**config.mk**
```make
export PLATFORM = sky130hd
export DESIGN_NAME = rrw_timer
export DESIGN_NICKNAME = d
export VERILOG_FILES = /design/src/include/rrw_pkg.sv /design/src/rtl/rrw_timer.sv
export SDC_FILE = /design/constraint.sdc
export NUM_CORES = 1
export LEC_CHECK = 0
export BUFFER_PORTS_ARGS = -buffer_cell sky130_fd_sc_hd__clkbuf_2
export CAP_MARGIN = 20
export CORE_ASPECT_RATIO = 0.8
export CORE_UTILIZATION = 35
export DETAILED_ROUTE_END_ITERATION = 6
export GPL_TIMING_DRIVEN = 1
export PLACE_DENSITY = 0.56
export SETUP_SLACK_MARGIN = 0.2
export SLEW_MARGIN = 20
export SYNTH_ARGS = -nofsm -noshare
export SYNTH_HDL_FRONTEND = slang
export SYNTH_SLANG_ARGS = --single-unit
```
**constraint.sdc**
```tcl
create_clock -name ref_clk -period 5 [get_ports ref_clk]
set_input_delay 0 -clock ref_clk [delete_from_list [all_inputs] [get_ports ref_clk]]
set_output_delay 0 -clock ref_clk [all_outputs]
set_load 0.02 [all_outputs]
```
**src/include/rrw_pkg.sv**
```systemverilog
// Package with register map, field layout, reset values and timing for the receive window timers.
`default_nettype none
package rrw_pkg;
    // Register indices in the device address space.
    localparam logic [5:0] NO_REPLY_TIMEOUT_ADDR       = 6'h07;
    localparam logic [5:0] RECEIVE_BLANKING_TIME_ADDR  = 6'h08;
    localparam logic [5:0] RECEIVE_FILTER_SETTING_ADDR = 6'h09;
    localparam logic [5:0] RECEIVE_MIXER_GAIN_ADDR     = 6'h0A;

    // Reset values.
    localparam logic [7:0] NO_REPLY_TIMEOUT_RST        = 8'h0F;
    localparam logic [7:0] RECEIVE_BLANKING_TIME_RST   = 8'h07;
    localparam logic [7:0] RECEIVE_FILTER_SETTING_RST  = 8'h24;
    localparam logic [7:0] RECEIVE_MIXER_GAIN_RST      = 8'h01;

    // Field positions.
    localparam int FILTER_SKIP_SECOND_BIT = 7;
    localparam int FILTER_SKIP_FIRST_BIT  = 6;
    localparam int LOWPASS_CORNER_LSB     = 3;
    localparam int HIGHPASS_CORNER_LSB    = 0;
    localparam int BB_GAIN_LSB            = 6;
    localparam int BB_GAIN_SIGN_BIT       = 5;
    localparam int HYSTERESIS_LSB         = 2;
    localparam int MIXER_RANGE_LSB        = 0;
    localparam logic [2:0] HYSTERESIS_MAX = 3'h4;

    // Timing: step sizes in nanoseconds at a 50 MHz reference.
    localparam int CLK_PERIOD_NS     = 20;
    localparam int REPLY_STEP_NS     = 25600;
    localparam int BLANK_STEP_NS     = 6400;
    localparam int REPLY_LONG_NS     = 26200000;
    localparam int REPLY_STEP_CYC    = REPLY_STEP_NS / CLK_PERIOD_NS;
    localparam int BLANK_STEP_CYC    = BLANK_STEP_NS / CLK_PERIOD_NS;
    localparam int REPLY_LONG_CYC    = REPLY_LONG_NS / CLK_PERIOD_NS;
    localparam logic [7:0] REPLY_LONG_CODE = 8'hFF;
endpackage : rrw_pkg
`default_nettype wire

```
**src/rtl/rrw_timer.sv**
```systemverilog
// Receive response window timers and receive front-end setting registers.
// Operation
// - No-reply timer starts at end of transmit.
// - Codes 1..254 give N times 25.6 us.
// - Code 255 gives a 26.2 ms timeout.
// - Timeout event only before preamble is detected.
// - No-reply timeout resets to 15.
// - Receive input ignored during blanking time.
// - Codes 1..255 blank W times 6.4 us.
// - Code zero enables receiver immediately.
// - Blanking time resets to 7.
// - Baseband gain code is 3 dB steps.
// - Sign bit selects gain decrease or increase.
// - Mixer field selects gain by mixer type.
`timescale 1ns/10ps
`default_nettype none
module rrw_timer #(
    parameter int LONG_CYCLES = rrw_pkg::REPLY_LONG_CYC
) (
    // Clock and reset.
    input  wire logic       ref_clk,
    input  wire logic       rst,
    // Register port.
    input  wire logic [5:0] regAddr,
    input  wire logic       regWrite,
    input  wire logic       regRead,
    input  wire logic [7:0] regWdata,
    output var  logic [7:0] regRdata,
    output var  logic       regHit,
    // Link events.
    input  wire logic       txEnd,
    input  wire logic       preambleSeen,
    // Receiver control.
    output var  logic       rxEnable,
    output var  logic       noReplyIrq,
    output var  logic       replyWindowOpen,
    // Analog settings.
    output var  logic       filterSkipSecond,
    output var  logic       filterSkipFirst,
    output var  logic [2:0] lowpassCorner,
    output var  logic [2:0] highpassCorner,
    output var  logic [1:0] bbGainStep,
    output var  logic       bbGainIncrease,
    output var  logic [2:0] hysteresisStep,
    output var  logic [1:0] mixerRangeSelect
);
    // The timers count in 24 bits, so every limit must fit below this ceiling.
    localparam int CNT_MAX = 2**24 - 1;
    if (LONG_CYCLES < 1 || LONG_CYCLES > CNT_MAX) begin : g_long_range_check
        $error("LONG_CYCLES out of range");
    end
    if (rrw_pkg::REPLY_STEP_CYC * 254 > CNT_MAX) begin : g_reply_step_check
        $error("Reply step too long for the timer");
    end
    if (rrw_pkg::BLANK_STEP_CYC * 255 > CNT_MAX) begin : g_blank_step_check
        $error("Blanking step too long for the timer");
    end

    // Step sizes and the extended limit, in clock cycles.
    localparam logic [23:0] REPLY_STEP = 24'(rrw_pkg::REPLY_STEP_CYC);
    localparam logic [23:0] BLANK_STEP = 24'(rrw_pkg::BLANK_STEP_CYC);
    localparam logic [23:0] LONG_CNT   = 24'(LONG_CYCLES);

    logic [7:0]  replyTimeout_reg, replyTimeout_next;
    logic [7:0]  blankTime_reg, blankTime_next;
    logic [7:0]  filterSet_reg, filterSet_next;
    logic [7:0]  mixerGain_reg, mixerGain_next;
    logic [7:0]  regRdata_next;
    logic        regHit_next;
    logic [23:0] replyCnt_reg, replyCnt_next;
    logic        replyRun_reg, replyRun_next;
    logic [23:0] blankCnt_reg, blankCnt_next;
    logic        blankRun_reg, blankRun_next;
    logic        irq_reg, irq_next;
    logic [23:0] replyLimit;
    logic [23:0] blankLimit;
    logic [2:0]  hystStep_next;
    logic        rxEnable_next;
    logic        windowOpen_next;

    // Register file. A write and a read of one address in one cycle return the old value.
    always_comb begin
        replyTimeout_next = replyTimeout_reg;
        blankTime_next    = blankTime_reg;
        filterSet_next    = filterSet_reg;
        mixerGain_next    = mixerGain_reg;
        regRdata_next     = 8'h00;
        regHit_next       = 1'b0;
        // Writes to unmapped addresses are dropped; reading them returns zero and no hit.
        if (regWrite) begin
            unique case (regAddr)
                rrw_pkg::NO_REPLY_TIMEOUT_ADDR:       replyTimeout_next = regWdata;
                rrw_pkg::RECEIVE_BLANKING_TIME_ADDR:  blankTime_next    = regWdata;
                rrw_pkg::RECEIVE_FILTER_SETTING_ADDR: filterSet_next    = regWdata;
                rrw_pkg::RECEIVE_MIXER_GAIN_ADDR:     mixerGain_next    = regWdata;
                default: ;
            endcase
        end
        if (regRead) begin
            regHit_next = 1'b1;
            unique case (regAddr)
                rrw_pkg::NO_REPLY_TIMEOUT_ADDR:       regRdata_next = replyTimeout_reg;
                rrw_pkg::RECEIVE_BLANKING_TIME_ADDR:  regRdata_next = blankTime_reg;
                rrw_pkg::RECEIVE_FILTER_SETTING_ADDR: regRdata_next = filterSet_reg;
                rrw_pkg::RECEIVE_MIXER_GAIN_ADDR:     regRdata_next = mixerGain_reg;
                default: regHit_next = 1'b0;
            endcase
        end
        // Reserved hysteresis codes are clamped so the analog side never sees them.
        // The clamp sits before the flip-flop so the output stays a plain register.
        if (mixerGain_next[rrw_pkg::HYSTERESIS_LSB +: 3] > rrw_pkg::HYSTERESIS_MAX) begin
            hystStep_next = rrw_pkg::HYSTERESIS_MAX;
        end else begin
            hystStep_next = mixerGain_next[rrw_pkg::HYSTERESIS_LSB +: 3];
        end
    end

    // Register flip-flops; the hysteresis output is registered here as well.
    always_ff @(posedge ref_clk or posedge rst) begin
        if (rst) begin
            replyTimeout_reg <= rrw_pkg::NO_REPLY_TIMEOUT_RST;
            blankTime_reg    <= rrw_pkg::RECEIVE_BLANKING_TIME_RST;
            filterSet_reg    <= rrw_pkg::RECEIVE_FILTER_SETTING_RST;
            mixerGain_reg    <= rrw_pkg::RECEIVE_MIXER_GAIN_RST;
            regRdata         <= 8'h00;
            regHit           <= 1'b0;
            hysteresisStep   <= rrw_pkg::RECEIVE_MIXER_GAIN_RST[rrw_pkg::HYSTERESIS_LSB +: 3];
        end else begin
            replyTimeout_reg <= replyTimeout_next;
            blankTime_reg    <= blankTime_next;
            filterSet_reg    <= filterSet_next;
            mixerGain_reg    <= mixerGain_next;
            regRdata         <= regRdata_next;
            regHit           <= regHit_next;
            hysteresisStep   <= hystStep_next;
        end
    end

    // Limits are sampled each cycle; a rewrite mid-window changes the live window.
    always_comb begin
        if (replyTimeout_reg == rrw_pkg::REPLY_LONG_CODE) begin
            replyLimit = LONG_CNT;
        end else begin
            replyLimit = 24'(replyTimeout_reg * REPLY_STEP);
        end
        // A zero wait gives a zero limit, so the blanking timer never starts.
        blankLimit = 24'(blankTime_reg * BLANK_STEP);
    end

    always_comb begin
        replyCnt_next = replyCnt_reg;
        replyRun_next = replyRun_reg;
        blankCnt_next = blankCnt_reg;
        blankRun_next = blankRun_reg;
        irq_next      = 1'b0;
        // A new end of transmit restarts both timers, even inside an open window.
        if (txEnd) begin
            replyCnt_next = 24'h000000;
            replyRun_next = (replyLimit != 24'h000000);
            blankCnt_next = 24'h000000;
            blankRun_next = (blankLimit != 24'h000000);
        end else begin
            if (replyRun_reg) begin
                // The receive input is ignored while blanked, so no preamble counts then.
                if (preambleSeen && !blankRun_reg) begin
                    replyRun_next = 1'b0;
                // Comparing count plus one lands the event exactly limit cycles after txEnd.
                end else if (replyCnt_reg + 24'h000001 >= replyLimit) begin
                    replyRun_next = 1'b0;
                    irq_next      = 1'b1;
                end else begin
                    replyCnt_next = replyCnt_reg + 24'h000001;
                end
            end
            // The blanking timer only gates the receiver; it never raises an event.
            if (blankRun_reg) begin
                if (blankCnt_reg + 24'h000001 >= blankLimit) begin
                    blankRun_next = 1'b0;
                end else begin
                    blankCnt_next = blankCnt_reg + 24'h000001;
                end
            end
        end
        rxEnable_next   = !blankRun_next;
        windowOpen_next = replyRun_next;
    end

    // Timer flip-flops; the receiver outputs are registered copies of the next state.
    always_ff @(posedge ref_clk or posedge rst) begin
        if (rst) begin
            replyCnt_reg    <= 24'h000000;
            replyRun_reg    <= 1'b0;
            blankCnt_reg    <= 24'h000000;
            blankRun_reg    <= 1'b0;
            irq_reg         <= 1'b0;
            rxEnable        <= 1'b1;
            replyWindowOpen <= 1'b0;
        end else begin
            replyCnt_reg    <= replyCnt_next;
            replyRun_reg    <= replyRun_next;
            blankCnt_reg    <= blankCnt_next;
            blankRun_reg    <= blankRun_next;
            irq_reg         <= irq_next;
            rxEnable        <= rxEnable_next;
            replyWindowOpen <= windowOpen_next;
        end
    end

    // The timeout event is a one-cycle pulse; a host that polls must latch it elsewhere.
    assign noReplyIrq = irq_reg;

    // The analog settings are driven straight from the register flip-flops.
    // Their analog effect lies outside this logic; apart from the clamped hysteresis step, the bits pass on as written.
    assign filterSkipSecond = filterSet_reg[rrw_pkg::FILTER_SKIP_SECOND_BIT];
    assign filterSkipFirst  = filterSet_reg[rrw_pkg::FILTER_SKIP_FIRST_BIT];
    assign lowpassCorner    = filterSet_reg[rrw_pkg::LOWPASS_CORNER_LSB +: 3];
    assign highpassCorner   = filterSet_reg[rrw_pkg::HIGHPASS_CORNER_LSB +: 3];
    assign bbGainStep       = mixerGain_reg[rrw_pkg::BB_GAIN_LSB +: 2];
    assign bbGainIncrease   = mixerGain_reg[rrw_pkg::BB_GAIN_SIGN_BIT];
    assign mixerRangeSelect = mixerGain_reg[rrw_pkg::MIXER_RANGE_LSB +: 2];
endmodule : rrw_timer
`default_nettype wire

```
# [Word level (Yosys, flattened, before mapping)]
# Index checks and enable logic that the tools add are counted.
[word_totals] register_bits=96 in_bits=20 out_inout_bits=28 elab_cells=69
[op_classes] n_addsub=2 mul=2 magnitude_cmp=3 n_eq_ne=8 n_mux=26 reduce_logical=14
[ops] cell="24-bit 2-to-1 mux" n=7
[ops] cell="24-bit by 1-bit adder with 24-bit output, second input constant" n=2
[ops] cell="24-bit nonzero test" n=2
[ops] cell="8-bit one-hot mux with 4 select lines" n=1
[ops] cell="24-bit by 17-bit greater-or-equal comparator with 1-bit output" n=1
[ops] cell="24-bit greater-or-equal comparator" n=1
[ops] cell="8-bit by 3-bit multiplier with 11-bit output, second input constant" n=2
[ops] cell="21-bit 2-to-1 mux" n=1
[ops] cell="6-bit by 4-bit == test with 1-bit output, second input constant" n=3
[ops] cell="1-bit 2-to-1 mux" n=13
[ops] cell="5-bit 2-to-1 mux" n=2
[ops] cell="2-bit AND reduction" n=5
[ops] cell="8-bit == test, second input constant" n=1
[ops] cell="8-bit 2-to-1 mux" n=1
[ops] cell="6-bit by 3-bit == test with 1-bit output, second input constant" n=1
[ops] cell="2-bit inequality test, second input constant" n=3
[ops] cell="2-bit nonzero test" n=2
[ops] cell="4-bit OR reduction" n=1
[ops] cell="3-bit > comparator, second input constant" n=1
[ops] cell="3-bit 2-to-1 mux" n=1
[ops] cell="3-bit AND reduction" n=1
[ops] cell="1-bit zero test" n=2
[ops] cell="1-bit logical AND" n=1

# [Longest topological paths before layout]
# Gate-level depths: netlist of run 1.
[logic_depth] ltp_word=7 ltp_mapped=20 ltp_nobuf=18

# [Least setup slack after synthesis of run 1]
# OpenSTA, ideal clock, no wires.
[synth_timing] path_kind="register -> register" start="reg replyTimeout_reg[1]" end="reg replyCnt_reg[11]" setup_ps=78 t_arrival_ps=3871 t_required_ps=4922 slack_ps=1051 path_stages_with_launch=20 path_buffers=1 synth_period_minus_slack_ps=3949 path_cell_list="dfstp_2 -> ha_1 -> ha_1 -> inv_1 -> fa_1 -> nor2b_1 -> o21ai_0 -> nand2b_1 -> a21o_1 -> a21oi_1 -> mux2i_1 -> ha_1 -> nand4_1 -> o21bai_1 -> o2bb2ai_1 -> nor4_4 -> nand3_2 -> buf_6 -> or4_1 -> a21oi_1"
[synth_via] elab_chain_cells=5 word_cells_on_any_way=6 cone_classes="mul: 1; order compare: 1; eq/ne: 2; mux: 1; reduce/logical: 1"
[synth_lines] element="start: declaration" line="rrw_timer.sv:64" source="logic [7:0] replyTimeout_reg, replyTimeout_next;"
[synth_lines] element="start signal: assignment" line="rrw_timer.sv:121" source="replyTimeout_reg <= rrw_pkg::NO_REPLY_TIMEOUT_RST;"
[synth_lines] element="start signal: assignment" line="rrw_timer.sv:129" source="replyTimeout_reg <= replyTimeout_next;"
[synth_lines] element="8-bit by 3-bit multiplier with 11-bit output or 8-bit == test (tied branches)" line="rrw_timer.sv:144, rrw_timer.sv:141"
[synth_lines] element="21-bit 2-to-1 mux (*)" line="rrw_timer.sv:141" source="if (replyTimeout_reg == rrw_pkg::REPLY_LONG_CODE) begin"
[synth_lines] element="24-bit greater-or-equal comparator (*)" line="rrw_timer.sv:168" source="end else if (replyCnt_reg + 24'h000001 >= replyLimit) begin"
[synth_lines] element="2-bit inequality test (no source line) (*)"
[synth_lines] element="3-bit AND reduction (no source line) (*)"
[synth_lines] element="end signal: assignment" line="rrw_timer.sv:199" source="replyCnt_reg <= replyCnt_next;"
[synth_lines] element="end: declaration" line="rrw_timer.sv:70" source="logic [23:0] replyCnt_reg, replyCnt_next;"
# Mark *: on every way between the ends. The rest lies on a longest branch, timed or not.
# A chain may end at the register's enable or synchronous reset.

# [Worst setup path after layout of run 1]
[layout_timing] start="reg replyTimeout_reg[1]" end="reg replyCnt_reg[4]"
# The elaborated chain is that of the path after synthesis.

==> results of run 1 <==
==> metal layers <==
metal	GRT usage [%]	share of wire (%)	up-vias	routed length (um)
li1	-	-	2472	-
met1	25.0	51	2415	7440
met2	24.9	43	110	6200
met3	3.16	4.7	14	679
met4	4.31	1.1	0	155
met5	0	0	-	0
==> through the flow <==
step	hold slack (ns)	utilization (%)	power [uW]
after floorplan	0.109	-	1280
after global placement	0.0231	38.4	1390
after global routing	0.181	40.8	2300
final	0.155	40.8	2170
after detailed placement	0.0308	38.4	1410
after CTS	0.135	40.7	2190
==> layout by cell type, fill, tap and decap left out, drive strengths merged, types with 7 or more instances in the layout <==
cell,netlist,routed
dlygate4sd3,0,9
nor2,34,34
nor2b,10,10
o21ai,38,38
ha,52,52
nand2,44,44
clkbuf,13,56
inv,22,26
nor4,8,8
or3,29,29
nor3,9,9
nand4,21,21
xor2,14,14
o31ai,9,9
dfrtp,84,84
and3,7,7
mux2,33,33
or4,9,9
dfstp,11,11
nand3,23,24
xnor2,21,21
a21oi,54,54
and2,16,16
a222oi,8,8
==> what timing repair did <==
item,CTS,global route
hold buffers,9,0
endpoints found under the hold margin,63,0
endpoints found under the setup margin,0,9
resized for setup,0,1
==> how the worst min path moves through the flow <==
stage,start,end,cells after the start
floorplan,regWdata[1],blankTime_reg[1]$_DFFE_PP1P_,2
global placement,rst,blankCnt_reg[2]$_DFFE_PP0P_,2
detailed placement,rst,replyCnt_reg[0]$_DFFE_PP0P_,2
CTS,regAddr[1],regRdata[6]$_DFF_PP0_,5
global route,regRead,regRdata[5]$_DFF_PP0_,3
finish,regAddr[1],regRdata[0]$_DFF_PP0_,5
==> layout make-up <==
type / count / area (um2)
clock inverter: 7 / 98.8
clock buffer: 9 / 225
inverter: 22 / 85.1
timing repair buffer: 62 / 370
tap: 225 / 282
fill: 1696 / 10200
multi-input combinational: 499 / 3620
sequential: 95 / 2390
==> cell families after synthesis <==
group / synth area share (%)
and+or+nand+nor: 20.6
AOI/OAI and AO/OA: 14.9
DFF: 38.5
adders and majority gates: 11.1
buffers and inverters: 3.31
muxes: 6.64
xor gates and xnor gates: 4.94
==> power breakdown <==
| part | internal, uW | total (uW) | leakage [uW] | switching (uW) |
|---|---|---|---|---|
| logic | 205 | 510 | 0.00173 | 305 |
| clock network | 406 | 747 | 0.000156 | 341 |
| registers | 835 | 912 | 0.00126 | 76.9 |
| total | 1450 | 2170 | 0.00315 | 723 |
==> tightest hold or removal path, stage by stage <==
cell and delay (ns):
clkbuf_2 0.12, nor3b_1 0.05, buf_4 0.17, nand2_1 0.07, a21oi_1 0.06
==> metrics.txt, run 1 <==
worst supply voltage drop on vdd=178 uV; vias in the first global route=4852; final wirelength=14500 um; detailed-route vias per instance=5.45; Crit. path cell count=19; share of the synthesized area in the top cell type=33.9%; dominant cell type by area after synthesis=dfrtp_1; type of element launching the critical path=register; number of clock buffers inserted by TritonCTS=9; reported leakage power=0.00315 uW; Max Slew Vio Count=0; RSZ-0062 raised after global routing=false; cell at the root of the clock tree=clkbuf_16; number of distinct library cells after synthesis=61; count of flip-flops with a built-in enable after synthesis=0; classification of the worst-slack hold path=input pin to register; Rel. slew slack=22.3%; Syn Nets=713; final estimated routing congestion in global placement=0.848; critical path endpoint=replyCnt_reg[4]$_DFFE_PP0P_; number of buffers inserted by port buffering=47; cell occurring most often along the worst timing path=ha_1; Die ar.=0.0183 mm2; count of TritonRoute iterations in the first routing pass=5; CP bufs+invs=2; cell with the largest stage delay on the worst path=dfstp_2; final global-route overflow total=0; clock tree buffer depth=2; sequential area share after synthesis=38.5%; Synth Register Bits=95; initial drt markers=461; H-tree depth reported by CTS=3; residual DRC count=0; cell count of the worst reg-to-reg path=19; total via count in the routed design=5011; TritonCTS Sinks=95; combined area of all synthesized cells=0.00620 mm2; pin count of the biggest net entering global routing=65; summed area of non-filler cells in the final layout=0.00708 mm2; number of setup violations in the final report=0; count of non-filler cells in the finished layout=919; CP startpoint=replyTimeout_reg[1]$_DFFE_PP1P_; total number of nets in the final design=763; maximum cell stage delay along the critical path=0.58 ns; total track usage=16.9%; top post-synthesis cells by count=dfrtp_1, a21oi_1, ha_1, nand2_1, o21ai_0; max-capacitance violation count=0; CP endpoint kind=register; kind of cell with the highest combined delay on the critical path=simple AND/OR/NAND/NOR gates; Worst Clk Skew=0.0132 ns; Post-Syn Instances=639; mean post-synth cell area=9.71 um2; area of the placeable core=0.0173 mm2; Reg2Reg Setup Slack=0.56 ns; power density over the cells=306 mW/mm2; fraction of final layout cells with drive strength greater than 1=18.2%; most common cell in the netlist=dfrtp_1; number of antenna violations at the first check in global routing=0; post-placement worst setup slack=0.440 ns; worst-path maximum fanout=15; setup tns final=0 ns; antenna diode count=0; Hold Vio Cnt, Final=0; Area after DPL=0.00665 mm2; area growth from synthesis to final layout=14.1%; detailed placer's ending HPWL=10500 um; number of core rows=43; Horiz. Die Dim=151 um; count of pins on the block boundary=48; clk_lat worst skew=0.36 ns; worst r2r dst=replyCnt_reg[4]$_DFFE_PP0P_; Routed wire per std cell=15.8 um; Final WS setup=0.555 ns; R2R Path Start=replyTimeout_reg[1]$_DFFE_PP1P_; top post-synthesis cells by area=dfrtp_1, ha_1, mux2_2, dfstp_2, a21oi_1; total instance count after detailed placement=893; die outline height=121 um; setup repair bufs after CTS=0; Synth Warn #=0; critical path, cell by cell=ha_1 -> ha_1 -> inv_1 -> fa_1 -> nor2b_1 -> o21ai_0 -> nand2b_1 -> a21o_1 -> a21oi_1 -> mux2i_1 -> ha_1 -> nand4_1 -> nor3_1 -> o31a_1 -> nor4_4 -> nand3_4 -> buf_4 -> or3_1 -> a21oi_1; DRT antenna net count=0; top achievable clock speed=225 MHz; Tightest Pin Transition=1.16 ns; final period utilization=88.9%; category of the most critical setup path=register to register; data arrival time of the critical path=4.72 ns; global-route wire length before repair=24400 um; clock tree from TritonCTS=yes; post-layout min period=4.44 ns; Initial Util=35.8%; most instantiated flip-flop cell in the synthesis netlist=dfrtp_1; CP required=5.28 ns; outcome=finished, final reports clean; clock transition at the register clock pins on the worst setup and hold paths after CTS=0.07 ns; post-synthesis async set-or-reset flop share=100%
Power figures use the tool's default switching activity.
==> run 2: changes to the inputs <==
--- a/config.mk
+++ b/config.mk
@@ -10,7 +10,7 @@
 export CORE_ASPECT_RATIO = 0.8
 export CORE_UTILIZATION = 35
 export DETAILED_ROUTE_END_ITERATION = 6
-export GPL_TIMING_DRIVEN = 1
+export GPL_TIMING_DRIVEN = 0
 export PLACE_DENSITY = 0.56
 export SETUP_SLACK_MARGIN = 0.2
 export SLEW_MARGIN = 20
==> constraint.sdc (replaced) <==
create_clock -name ref_clk -period 4.2 [get_ports ref_clk]
set_input_delay 0 -clock ref_clk [delete_from_list [all_inputs] [get_ports ref_clk]]
set_output_delay 0 -clock ref_clk [all_outputs]
set_load 0.02 [all_outputs]
==> metrics.txt, run 2 (synthesized netlist as in run 1, its figures left out) <==
Reg2Reg Setup Slack=0.11 ns (-0.45 ns); final estimated routing congestion in global placement=0.882 (+4.0%); post-placement worst setup slack=-0.327 ns (-0.767 ns); met3 wire length=812 um (+20%); area growth from synthesis to final layout=27.2%; global-route wire length before repair=26400 um (+8.3%); Initial Util=35.8% (unchanged); Routed met2 length=7590 um (+22%); Min-Delay Endpoint=regRdata[5]$_DFF_PP0_; Filler Cell Count=1620 (-4.5%); final global-route overflow total=0 (unchanged); antenna diode count=0 (unchanged); vias in the first global route=5237 (+7.9%); power density over the cells=357 mW/mm2 (+16%); number of antenna violations at the first check in global routing=0 (unchanged); critical hold path startpoint=regAddr[1]; count of TritonRoute iterations in the first routing pass=5 (unchanged); commonest cells after routing, fill and taps aside=dfrtp_1, clkbuf_2, nand2_1; total via count in the routed design=5400 (+7.8%); Rel. slew slack=53.2% (+31 points); die outline height=121 um (unchanged); TritonCTS Sinks=95 (unchanged); R2R Path Start=replyTimeout_reg[3]$_DFFE_PP1P_; worst-path maximum fanout=5 (-10); number of clock buffers inserted by TritonCTS=9 (unchanged); max-capacitance violation count=0 (unchanged); most common cell after layout, fill and taps aside=dfrtp_1; CP required=4.48 ns (-0.80 ns); detailed placer's ending HPWL=11300 um (+7.6%); Final WS setup=0.109 ns (-0.446 ns); Die ar.=0.0183 mm2 (unchanged); Tightest Pin Transition=0.699 ns (-0.458 ns); post-layout min period=4.09 ns (-0.354 ns); area of the placeable core=0.0173 mm2 (unchanged); cell at the root of the clock tree=clkbuf_16; count of non-filler cells in the finished layout=970 (+5.5%); Max Slew Vio Count=0 (unchanged); initial drt markers=386 (-16%); detailed-route vias per instance=5.57 (+2.1%); count of cells along the worst hold path=4 (-1); clk_lat worst skew=0.36 ns (about the same); routed metal-1 wire length=8020 um (+7.9%); CP endpoint kind=register; Horiz. Die Dim=151 um (unchanged); number of setup violations in the final report=0 (unchanged); pin count of the biggest net entering global routing=72 (+11%); Worst Clk Skew=0.0136 ns (+0.000394 ns); total instance count after detailed placement=912 (+2.1%); clock tree buffer depth=2 (unchanged); data arrival time of the critical path=4.38 ns (-0.34 ns); highest routed metal layer=met4; classification of the worst-slack hold path=input pin to register; cell count of the worst reg-to-reg path=19 (unchanged); total track usage=18.6% (+1.7 points); worst r2r dst=replyCnt_reg[11]$_DFFE_PP0P_; worst supply voltage drop on vdd=193 uV (+9.0%); RSZ-0062 raised after global routing=true; final wirelength=16600 um (+15%); count of pins on the block boundary=48 (unchanged); fraction of final layout cells with drive strength greater than 1=33.0% (+15 points); DRT antenna net count=0 (unchanged); category of the most critical setup path=register to register; reported leakage power=0.00342 uW (+8.7%); Hold Vio Cnt, Final=0 (unchanged); residual DRC count=0 (unchanged); top achievable clock speed=244 MHz (+8.7%); Total Power=2820 uW (+30%); clock tree from TritonCTS=yes; final period utilization=97.4% (+8.5 points); number of core rows=43 (unchanged); number of buffers inserted by port buffering=46 (-2.1%); Routed wire per std cell=17.2 um (+8.9%); worst hold-check slack=0.0904 ns (-0.0642 ns); H-tree depth reported by CTS=3 (unchanged); clock transition at the register clock pins on the worst setup and hold paths after CTS=0.08 ns (about the same); type of element launching the critical path=register; outcome=finished, final reports clean; total number of nets in the final design=814 (+6.7%)
run 2: cell types whose count changed in the layout (fill, tap and decap cells not counted), moves of 6 or more:
cell,before,now
o21ai_2,0,6
buf_4,6,32
dfrtp_1,84,77
ha_1,52,42
ha_4,0,7
clkbuf_1,0,7
o21ai_0,38,13
a21oi_1,54,38
buf_2,0,7
dfrtp_2,0,7
a21oi_2,0,16
or3_1,29,22
o21ai_1,0,19
or3_4,0,7
run 2: metrics by stage:
step	TNS [ns]	instance area, um2	util (%)
after floorplan	0	6200	-
after global placement	-10.11	6720	38.8
after detailed placement	-10.74	6760	39.0
after CTS	0	7470	43.1
after global routing	-0.669	7890	45.6
final	0	7890	45.6
run 2: timing repair:
action	4_1_cts	5_1_grt
gates cloned	2	3
hold buffers	9	0
setup buffers	15	13
pin swaps	36	51
hold endpoints to repair	118	0
setup endpoints to repair	48	47
resized for setup	54	82
run 2: worst max path at each step:
stage | endpoint | startpoint | cells past startpoint | slack (ns)
after floorplan | replyCnt_reg[11]$_DFFE_PP0P_ | replyTimeout_reg[1]$_DFFE_PP1P_ | 19 | 0.25
after global routing | replyCnt_reg[12]$_DFFE_PP0P_ | replyTimeout_reg[3]$_DFFE_PP1P_ | 19 | -0.09
after CTS | blankCnt_reg[4]$_DFFE_PP0P_ | blankTime_reg[1]$_DFFE_PP1P_ | 19 | 0.15
after detailed placement | blankCnt_reg[12]$_DFFE_PP0P_ | blankTime_reg[2]$_DFFE_PP1P_ | 18 | -0.33
after global placement | replyCnt_reg[1]$_DFFE_PP0P_ | replyTimeout_reg[1]$_DFFE_PP1P_ | 20 | -0.33
final | replyCnt_reg[11]$_DFFE_PP0P_ | replyTimeout_reg[3]$_DFFE_PP1P_ | 19 | 0.11
run 2: power by group:
part / switching [uW] / internal, uW / leakage (uW)
Sequential: 88.5 / 995 / 0.00125
Combinational: 457 / 378 / 0.00202
Clock: 415 / 482 / 0.000158
Total: 961 / 1860 / 0.00342
run 2: layer usage:
| metal | GRT usage (%) | vias to the layer above |
|---|---|---|
| li1 | - | 2571 |
| met1 | 26.1 | 2661 |
| met2 | 28.8 | 153 |
| met3 | 3.72 | 15 |
| met4 | 5.00 | 0 |
| met5 | 0 | - |
run 2: final cells by class:
cell class              count  area, um2  share of cell area [%]
multi-input cells         499       3990                    50.5
flip-flops and latches     95       2400                    30.4
repair buffers             89        637                    8.07
well taps                 225        282                    3.57
clock buffers               9        225                    2.85
plain buffers              24        176                    2.23
clock inverters             7        100                    1.27
inverters                  22       87.6                    1.11
run 2: worst max-delay path, stage by stage, from the launching register on:
cell      delay [ns]
dfstp_2         0.60
ha_4            0.23
ha_4            0.16
inv_2           0.05
fa_2            0.20
nor2b_1         0.05
o21ai_1         0.12
nand2b_1        0.09
a21o_1          0.17
a21oi_2         0.13
mux2i_1         0.25
ha_1            0.28
buf_4           0.14
a21oi_1         0.13
nor2b_1         0.09
o41ai_4         0.41
nand3_2         0.16
buf_6           0.16
or4_1           0.48
a21oi_2         0.13
==> run 3: changes to the inputs <==
--- a/config.mk
+++ b/config.mk
@@ -5,7 +5,7 @@
 export SDC_FILE = /design/constraint.sdc
 export NUM_CORES = 1
 export LEC_CHECK = 0
-export BUFFER_PORTS_ARGS = -buffer_cell sky130_fd_sc_hd__clkbuf_2
+export BUFFER_PORTS_ARGS = -buffer_cell sky130_fd_sc_hd__buf_2
 export CAP_MARGIN = 20
 export CORE_ASPECT_RATIO = 0.8
 export CORE_UTILIZATION = 35
==> metrics.txt, run 3 (synthesized netlist as in run 1, its figures left out) <==
Hold Vio Cnt, Final=0 (unchanged); kind of cell with the highest combined delay on the critical path=simple AND/OR/NAND/NOR gates; Filler Cell Count=1645 (+1.5%); commonest cells after routing, fill and taps aside=dfrtp_1, buf_2, nand2_1; worst supply voltage drop on vdd=231 uV (+19%); global-route wire length before repair=26400 um (about the same); maximum cell stage delay along the critical path=0.60 ns (about the same); Worst Clk Skew=0.0103 ns (-0.00329 ns); number of core rows=43 (unchanged); critical path, cell by cell=ha_1 -> ha_4 -> nor2b_1 -> o21ai_1 -> nand2b_1 -> a21o_1 -> a21oi_2 -> mux2i_2 -> ha_1 -> nand4_1 -> nor3_2 -> o311a_1 -> nor4_4 -> nand3_2 -> buf_6 -> or4_4 -> a21oi_2; number of antenna violations at the first check in global routing=0 (unchanged); die outline height=121 um (unchanged); data arrival time of the critical path=4.47 ns (+0.09 ns); most common cell after layout, fill and taps aside=dfrtp_1; fraction of final layout cells with drive strength greater than 1=36.3% (+3.3 points); worst-path maximum fanout=5 (unchanged); final estimated routing congestion in global placement=0.876 (-0.60%); area of the placeable core=0.0173 mm2 (unchanged); switching part of the total=34.1% (-0.054 points); Internal Dissipation=1910 uW (+2.9%); final period utilization=99.6% (+2.2 points); total number of nets in the final design=821 (+0.86%); pin count of the biggest net entering global routing=58 (-19%); CP required=4.49 ns (about the same); cell at the root of the clock tree=clkbuf_16; detailed placer's ending HPWL=11300 um (-0.50%); area growth from synthesis to final layout=30.7%; category of the most critical setup path=register to register; worst hold-check slack=0.0793 ns (-0.0111 ns); cell with the largest stage delay on the worst path=dfstp_2; CP bufs+invs=1 (-2); number of buffers inserted by port buffering=46 (unchanged); clock tree from TritonCTS=yes; vias in the first global route=5216 (-0.40%); final wirelength=17300 um (+3.8%); Final WS setup=0.0174 ns (-0.0919 ns); max-capacitance violation count=0 (unchanged); detailed-route vias per instance=5.56 (about the same); classification of the worst-slack hold path=input pin to register; residual DRC count=0 (unchanged); Rel. slew slack=50.0% (-3.2 points); Horiz. Die Dim=151 um (unchanged); Die ar.=0.0183 mm2 (unchanged); Tightest Pin Transition=0.749 ns (+0.0504 ns); Initial Util=35.8% (unchanged); combinational share of power=31.1% (+1.4 points); total track usage=18.6% (about the same); initial drt markers=361 (-6.5%); DRT antenna net count=0 (unchanged); final global-route overflow total=0 (unchanged); clock transition at the register clock pins on the worst setup and hold paths after CTS=0.08 ns (about the same); antenna diode count=0 (unchanged); power density over the cells=357 mW/mm2 (about the same); TritonCTS Sinks=95 (unchanged); clock tree buffer depth=2 (unchanged); clk_lat worst skew=0.37 ns (about the same); count of TritonRoute iterations in the first routing pass=5 (unchanged); top achievable clock speed=239 MHz (-2.2%); Reg power frac=37.5% (-1.0 points); RSZ-0062 raised after global routing=true; post-layout min period=4.18 ns (+0.0919 ns); outcome=finished, final reports clean; Max Slew Vio Count=0 (unchanged); number of setup violations in the final report=0 (unchanged); total via count in the routed design=5436 (+0.67%); post-placement worst setup slack=-0.362 ns (-0.0352 ns); H-tree depth reported by CTS=3 (unchanged); CP endpoint kind=register; count of pins on the block boundary=48 (unchanged); proportion of power drawn by the clock network=31.4% (-0.5 points); reported leakage power=0.00349 uW (+2.1%); number of clock buffers inserted by TritonCTS=9 (unchanged); Sw Pwr=986 uW (+2.6%); Routed wire per std cell=17.7 um (+3.1%); type of element launching the critical path=register
==> run 3: power by group through the flow <==
stage	registers, uW	logic [uW]	clock network, uW
finish	1080	900	910
detailed placement	1100	631	0
global route	1100	990	954
global placement	1090	608	0
floorplan	1100	433	0
CTS	1080	796	924
==> run 3: area by class of cell <==
class	count	area, um2	area share (%)
multi-input cells	499	4130	50.9
plain buffers	24	191	2.36
flip-flops and latches	95	2400	29.6
inverters	22	87.6	1.08
clock buffers	10	239	2.95
clock inverters	6	78.8	0.972
repair buffers	96	699	8.63
well taps	225	282	3.47
==> run 3: repair_timing <==
action,in CTS,in global routing
gates cloned,3,3
buffers inserted,20,14
hold buffers,9,0
endpoints found under the setup margin,51,48
pin swaps,32,56
endpoints found under the hold margin,70,0
resized for setup,61,98
==> run 3: metrics by stage <==
stage               std cells  util (%)  power (uW)  cell area (um2)  setup TNS [ns]
floorplan                 639         -        1530             6200               0
global placement          910      38.8        1700             6720          -10.19
detailed placement        912      39.0        1730             6760          -12.63
CTS                       960      43.6        2800             7560               0
global route              977      46.8        3040             8110           -2.53
finish                    977      46.8        2890             8110               0
==> run 3: final timing paths <==
kind,startpoint,cells after the start,slack [ns],endpoint
setup reg to reg,replyTimeout_reg[3]$_DFFE_PP1P_,17,0.02,replyCnt_reg[11]$_DFFE_PP0P_
min in group asynchronous,rst,3,0.18,blankCnt_reg[17]$_DFFE_PP0P_
max in group asynchronous,rst,4,3.37,filterSet_reg[2]$_DFFE_PP1P_
setup / recovery,replyTimeout_reg[3]$_DFFE_PP1P_,17,0.02,replyCnt_reg[11]$_DFFE_PP0P_
hold reg to reg,replyCnt_reg[22]$_DFFE_PP0P_,1,0.51,replyCnt_reg[22]$_DFFE_PP0P_
hold / removal,regAddr[1],4,0.08,regRdata[6]$_DFF_PP0_
==> run 3: worst reg2reg max path, cell delays in order (launching register included) <==
cell	delay, ns
dfstp_2	0.60
ha_1	0.28
ha_4	0.27
nor2b_1	0.14
o21ai_1	0.13
nand2b_1	0.09
a21o_1	0.17
a21oi_2	0.17
mux2i_2	0.27
ha_1	0.28
nand4_1	0.16
nor3_2	0.08
o311a_1	0.17
nor4_4	0.35
nand3_2	0.18
buf_6	0.18
or4_4	0.47
a21oi_2	0.12
==> run 3: metal layers <==
metal  global-route usage (%)  part of all wire, %
met1                     25.6                   48
met3                     3.95                  5.1
met5                        0                    0
met4                     5.94                  1.3
met2                     28.8                   46
